===== src/lvr_pkg.sv =====
// Purpose: shared constants and types for the low-voltage reset sequencer
// Assumes: 10 MHz system clock
// Notes: control bits reach the block as plain ports, no register bus
package lvr_pkg;
  localparam int unsigned CLK_HZ = 10000000;
  // settle time that software must wait between the two enables, in us
  localparam int unsigned DETECTOR_SETTLE_TIME_US = 50;
  localparam int unsigned DETECTOR_SETTLE_CYCLES =
    (DETECTOR_SETTLE_TIME_US * (CLK_HZ / 1000000));
  // release delay after supply recovery, in system clock cycles
  localparam int unsigned RELEASE_CYCLES = 131072;
  localparam int unsigned CNT_W = 18;
  localparam logic [2:0] CTRL_RST = 3'h0;
  localparam logic THR_SEL_RST = 1'h0;
  // values the output flops take on power-on reset
  localparam logic RESET_N_RST = 1'h1;
  localparam logic CLEAR_RST = 1'h0;
  localparam logic ACTIVE_RST = 1'h0;

  // control bits as held in the control register
  typedef struct packed {
    logic detect_power_enable;
    logic threshold_select;
    logic low_voltage_reset_enable;
  } low_voltage_control_reg_t;

  typedef enum logic [1:0] {
    ST_STANDBY,
    ST_ARMED,
    ST_LOW,
    ST_RELEASE
  } lvr_state_t;
endpackage


===== src/lvr_sync.sv =====
// Purpose: two-stage synchroniser for the comparator output
// Assumes: single clock domain on the capture side
// Notes: first stage feeds only the second stage
`timescale 1ns/1ps
module lvr_sync
(
  input wire logic clk_sys_i,
  input wire logic rst_n_i,
  input wire logic async_i,
  output logic sync_o
);
  logic meta_r;
  logic meta_nxt;
  logic sync_r;
  logic sync_nxt;

  // next values of both stages
  always_comb
  begin
    meta_nxt = async_i;
    sync_nxt = meta_r;
  end

  // reset to "supply good" so no false reset at start-up
  always_ff @(posedge clk_sys_i)
  begin
    if (!rst_n_i)
    begin
      meta_r <= 1'h0;
      sync_r <= 1'h0;
    end
    else
    begin
      meta_r <= meta_nxt;
      sync_r <= sync_nxt;
    end
  end

  assign sync_o = sync_r;
endmodule


===== src/low_voltage_reset_sequencer.sv =====
// Purpose: low-voltage reset sequencer with timed release
// Assumes: rst_n_i is the power-on reset; comparator is asynchronous
// Notes: low-voltage reset never clears the control bits
//   threshold_select is only stored; the analog threshold sits outside
//   the release count is a parameter so simulation can shorten it
//   enable order and settle wait are software's duty, not checked here
`timescale 1ns/1ps
module low_voltage_reset_sequencer
#(
  parameter int unsigned RELEASE_COUNT = lvr_pkg::RELEASE_CYCLES
)
(
  input wire logic clk_sys_i,
  input wire logic rst_n_i,
  input wire logic supply_low_i,
  input wire logic ctrl_we_i,
  input wire lvr_pkg::low_voltage_control_reg_t ctrl_wdata_i,
  output lvr_pkg::low_voltage_control_reg_t ctrl_o,
  output logic low_voltage_reset_n_o,
  output logic prescaler_clear_o,
  output logic unit_active_o
);
  import lvr_pkg::*;

  // control bits
  low_voltage_control_reg_t ctrl_r;
  low_voltage_control_reg_t ctrl_nxt;
  // sequencer state and release counter
  lvr_state_t state_r;
  lvr_state_t state_nxt;
  logic [CNT_W-1:0] cnt_r;
  logic [CNT_W-1:0] cnt_nxt;
  // registered outputs
  logic rst_n_r;
  logic rst_n_nxt;
  logic clr_r;
  logic clr_nxt;
  logic act_r;
  logic act_nxt;
  // synchronised supply flag and enable decode
  logic low_s;
  logic armed;

  // last count value of the release delay
  function automatic logic [CNT_W-1:0] last_count(input int unsigned n);
    last_count = CNT_W'(n - 1);
  endfunction

  // worked out once so the compare is a plain constant
  localparam logic [CNT_W-1:0] LAST_CNT = last_count(RELEASE_COUNT);

  lvr_sync u_sync
  (
    .clk_sys_i(clk_sys_i),
    .rst_n_i(rst_n_i),
    .async_i(supply_low_i),
    .sync_o(low_s)
  );

  // control bits only change on software writes
  always_comb
  begin
    ctrl_nxt = ctrl_r;
    if (ctrl_we_i)
    begin
      ctrl_nxt = ctrl_wdata_i;
    end
  end

  // order is software's duty; both bits must be set to arm
  assign armed = ctrl_r.detect_power_enable &
                 ctrl_r.low_voltage_reset_enable;

  // sequencer next state
  // standby: nothing happens until both enable bits are set
  // armed: a synchronised low supply starts the reset
  // low: reset and prescaler clear held, enables ignored
  // release: counts recovery cycles, a new drop restarts
  // disarm takes effect only from armed or at the end of release,
  // so a reset in progress always runs to the end of its release count
  always_comb
  begin
    state_nxt = state_r;
    cnt_nxt = cnt_r;
    unique case (state_r)
      ST_STANDBY:
      begin
        if (armed)
        begin
          state_nxt = ST_ARMED;
        end
      end
      ST_ARMED:
      begin
        if (!armed)
        begin
          state_nxt = ST_STANDBY;
        end
        else if (low_s)
        begin
          state_nxt = ST_LOW;
        end
      end
      ST_LOW:
      begin
        cnt_nxt = '0;
        if (!low_s)
        begin
          state_nxt = ST_RELEASE;
        end
      end
      ST_RELEASE:
      begin
        if (low_s)
        begin
          state_nxt = ST_LOW;
          cnt_nxt = '0;
        end
        else if (cnt_r == LAST_CNT)
        begin
          state_nxt = armed ? ST_ARMED : ST_STANDBY;
          cnt_nxt = '0;
        end
        else
        begin
          cnt_nxt = cnt_r + 1'b1;
        end
      end
    endcase
  end

  // outputs registered from the next state, so the ports need no decode
  always_comb
  begin
    rst_n_nxt = 1'h1;
    clr_nxt = 1'h0;
    act_nxt = 1'h1;
    unique case (state_nxt)
      ST_STANDBY:
      begin
        act_nxt = 1'h0;
      end
      ST_ARMED:
      begin
        act_nxt = 1'h1;
      end
      ST_LOW:
      begin
        rst_n_nxt = 1'h0;
        clr_nxt = 1'h1;
      end
      ST_RELEASE:
      begin
        rst_n_nxt = 1'h0;
      end
    endcase
  end

  // control bits: only power-on reset initialises them
  always_ff @(posedge clk_sys_i)
  begin
    if (!rst_n_i)
    begin
      ctrl_r <= low_voltage_control_reg_t'(CTRL_RST);
    end
    else
    begin
      ctrl_r <= ctrl_nxt;
    end
  end

  // sequencer state and release counter
  always_ff @(posedge clk_sys_i)
  begin
    if (!rst_n_i)
    begin
      state_r <= ST_STANDBY;
      cnt_r <= '0;
    end
    else
    begin
      state_r <= state_nxt;
      cnt_r <= cnt_nxt;
    end
  end

  // output flops; power-on reset releases the internal reset at once
  always_ff @(posedge clk_sys_i)
  begin
    if (!rst_n_i)
    begin
      rst_n_r <= RESET_N_RST;
      clr_r <= CLEAR_RST;
      act_r <= ACTIVE_RST;
    end
    else
    begin
      rst_n_r <= rst_n_nxt;
      clr_r <= clr_nxt;
      act_r <= act_nxt;
    end
  end

  // ports straight from flops, no logic after the registers
  assign ctrl_o = ctrl_r;
  assign low_voltage_reset_n_o = rst_n_r;
  assign prescaler_clear_o = clr_r;
  assign unit_active_o = act_r;
endmodule


===== config.mk =====
export PLATFORM = sky130hd
export DESIGN_NAME = low_voltage_reset_sequencer
export DESIGN_NICKNAME = d
export VERILOG_FILES = /design/src/lvr_pkg.sv /design/src/lvr_sync.sv /design/src/low_voltage_reset_sequencer.sv
export SDC_FILE = /design/constraint.sdc
export NUM_CORES = 1
export LEC_CHECK = 0
export BUFFER_PORTS_ARGS = -buffer_cell sky130_fd_sc_hd__buf_4
export CAP_MARGIN = 20
export CORE_MARGIN = 10
export CORE_UTILIZATION = 52
export DETAILED_ROUTE_END_ITERATION = 12
export PLACE_DENSITY = 0.74
export SYNTH_ARGS = -nofsm -noshare
export SYNTH_HDL_FRONTEND = slang
export SYNTH_SLANG_ARGS = --single-unit
export TNS_END_PERCENT = 100

===== constraint.sdc =====
create_clock -name clk_sys_i -period 1.8 [get_ports clk_sys_i]
set_clock_uncertainty 0.15 [all_clocks]
set_input_delay 0.45 -clock clk_sys_i [delete_from_list [all_inputs] [get_ports clk_sys_i]]
set_output_delay 0.45 -clock clk_sys_i [all_outputs]
set_load 0.05 [all_outputs]

==> reports/qor_table.md <==
| Parameter | Reported | Unit |
|:---|:---|:---|
| Vias/cell | 6.345 | - |
| Time the worst path needs with I/O delays and setup | 1.718 | ns |
| Initial cell density of the core | 53.78 | % |
| Largest stage delay, worst path | 0.39 | ns |
| Share of Yosys cell area claimed by the top area cell type | 38.13 | % |
| Cts bufs inserted | 3 | - |
| Core Footprint | 2734 | um2 |
| Final Net Count | 207 | - |
| Post-route insts no fill | 229 | - |
| Die H | 73.17 | um |
| Run status | completed | - |
| Crit path DAT | 1.86 | ns |
| Final number of setup-violating endpoints | 0 | - |
| Worst slew margin relative to its limit | 65.90 | % |
| Number of I/O pins | 13 | - |
| Total via count after detailed routing | 1453 | - |
| Number of sinks handled by clock tree synthesis | 28 | - |
| Type of the worst min-delay path | input port to register | - |
| Final critical-path share of the clock period | 95.46 | % |
| Cell-by-cell trace of the critical path | ha_2 -> nand3_4 -> or2_1 -> nor4_1 -> mux2_2 | - |
| Deepest level of the CTS H-tree | 1 | - |
| All-Layer GR Usage | 14.04 | % |
| Global placement routability congestion | 0.9761 | - |
| Commonest non-fill, non-tap cells in the layout | buf_4 (29), dfxtp_1 (27), nand3_1 (16), nor2_1 (14), nand2_1 (12) | - |
| Gate family responsible for the most delay along the worst path | simple AND/OR/NAND/NOR gates | - |
| Bufs and invs on worst path | 0 | - |
| Maximum number of pins on one net before global-route repair | 20 | - |
| IR Drop Worst-Case VDD | 453.5 | uV |
| Clock tree from TritonCTS | yes | - |
| Final routed DRC violation total | 0 | - |
| Count of port buffers added during placement | 12 | - |
| Setup_tns | 0 | ns |
| Max-slew violation count | 0 | - |
| Average detailed-routed wire length per instance | 16.11 | um |
| Total inserted antenna cells | 0 | - |
| Library cell contributing the largest single delay on the critical path | dfxtp_2 | - |
| Static leakage | 0.6654 | nW |
| Cell taking the most area after synthesis | dfxtp_1 | - |
| Most common library cell in the layout ignoring fill and taps | buf_4 | - |
| Startpoint types | register | - |
| Summed area of non-filler cells in the final layout | 1745 | um2 |
| Hold slack | 0.1611 | ns |
| Global route overflow | 0 | - |
| Area contributors post-synth | dfxtp_1 (38%), nand3_1 (5.4%), nor2_1 (3.8%) | - |
| Root buf cell | clkbuf_4 | - |
| Synthesis-stage register bit count | 28 | - |
| Upper clock frequency limit | 582.0 | MHz |
| Leading register cell type out of synthesis | dfxtp_1 | - |
| Pwr per Cell Area | 580.2 | nW/um2 |
| Post-Route Utilization | 63.84 | % |
| Total instance count after detailed placement | 223 | - |
| Relative area change from synthesis to final layout | 18.72 | % |
| First-iteration detailed-routing DRC count | 161 | - |
| Insertion delay of the later-clocked pin in the worst-skew pair | 0.33 | ns |
| Vias in the first global route | 1478 | - |
| Die area | 5354 | um2 |
| Detailed-route wire length | 3689 | um |
| CP Class | register to register | - |
| Final hold violation count | 0 | - |
| Post-synthesis cell count | 176 | - |
| Die W | 73.17 | um |
| Dpl hpwl | 2617 | um |
| Total standard cell area after synthesis | 1470 | um2 |
| Detail Route Antenna Nets | 0 | - |
| Max-cap violations | 0 | - |
| Length of the first detailed-routing pass in iterations | 5 | - |
| Wire length of the first global-routing pass | 6306 | um |
| Post-synthesis area per instance | 8.353 | um2 |
| Post-detailed-placement cell area | 1653 | um2 |
| Number of core rows | 19 | - |
| Yosys warning count | 0 | - |
| Initial antenna violation count | 0 | - |
| Clock transition at the registers of the reported paths | 0.15 | ns |
| CP required | 1.94 | ns |
| Fill cells | 214 | - |
| Proportion of register bits with asynchronous set or reset after synthesis | 0 | % |
| Worst-margin pin slew | 0.5109 | ns |
| Category of the worst setup path capture point | register | - |
| Share of post-route cells with drive strength above 1 | 24.24 | % |
| EDFF count, synth | 0 | - |
| Net Count, Synth | 184 | - |
| Distinct cell type count of the synthesized netlist | 45 | - |
| Worst-path maximum fanout | 7 | - |
| Seq/Total Area, Yosys | 38.13 | % |
| Clock buffer depth | 2 | - |
## per-layer routing
layer / up-vias / wire length (um) / global-route usage [%]
li1: 700 / - / -
met1: 683 / 1661 / 16.84
met3: 9 / 233 / 2.721
met4: 0 / 75 / 6.962
met5: - / 0 / 0
met2: 61 / 1718 / 23.11
## layout make-up
cell class / instances / area [um2] / area share [%]
Clock buffer: 4 / 36.28 / 2.079
Inverter: 5 / 18.77 / 1.075
Multi-Input combinational cell: 132 / 872.1 / 49.96
Sequential cell: 28 / 561.8 / 32.19
Tap cell: 31 / 38.79 / 2.222
Timing Repair Buffer: 29 / 217.7 / 12.47
## metrics by stage
| step | worst slack (ns) | power (W) |
|---|---|---|
| 2_1_floorplan | 0.1094 | 0.0006804 |
| 3_3_place_gp | 0.08957 | 0.0007063 |
| 3_5_place_dp | 0.02959 | 0.0007075 |
| 4_1_cts | -0.002407 | 0.001012 |
| 5_1_grt | -0.01764 | 0.001036 |
| 6_report | 0.08174 | 0.001013 |
## sequential cells by signal (all words and copies together) (netlist names)
name                   count
low_voltage_reset_n_o      1
unit_active_o              1
state_r                    2
ctrl_o                     3
cnt_r                     18
prescaler_clear_o          1
u_sync.meta_r              1
u_sync.sync_o              1
## worst reg2reg max path: cells and delay by family, from the launching register on
family,cells,cell delay (ns)
fa+ha+maj,1,0.23
flops,1,0.39
mux,1,0.21
simple gates,3,0.71
## kinds of logic after synthesis
family                     share of synthesized area, %
muxes                                             4.170
adders and majority gates                        0.8509
AOI/OAI and AO/OA                                 22.47
and+or+nand+nor                                   29.11
DFF                                               38.13
buffers and inverters                             5.276
## final timing paths
kind	start	end	slack, ns	depth (start not counted)
max	cnt_r[1]	cnt_r[10]	0.08	5
max reg2reg	cnt_r[1]	cnt_r[10]	0.08	5
min reg2reg	u_sync.meta_r	u_sync.sync_o	0.31	1
min	supply_low_i	u_sync.meta_r	0.16	2
## power breakdown
part	internal, W	total (W)	switching (W)	leakage, nW
clock network	0.000124	0.000318	0.000194	0.0210
logic	0.0000242	0.0000631	0.0000390	0.417
registers	0.000627	0.000632	0.00000498	0.227
## cells in the mapped netlist, types with 3 or more instances
| master | instances |
|---|---|
| a21boi_0 | 4 |
| a21o_1 | 4 |
| a21oi_1 | 9 |
| a31oi_1 | 3 |
| and2_1 | 4 |
| clkbuf_1 | 4 |
| clkbuf_2 | 3 |
| dfxtp_1 | 28 |
| inv_1 | 5 |
| mux2i_1 | 5 |
| nand2_1 | 12 |
| nand3_1 | 16 |
| nand4_1 | 6 |
| nor2_1 | 15 |
| nor3_1 | 6 |
| nor4_1 | 6 |
| o21a_1 | 4 |
| o21ai_0 | 7 |
## timing repair
action | CTS | global route
gates resized for setup | 0 | 10
pin swaps | 0 | 1
gates cloned | 0 | 0
endpoints found under the setup margin | 1 | 13
buffers inserted | 0 | 2
hold buffers | 0 | 0
No activity file was read; power rests on OpenSTA's default activity.
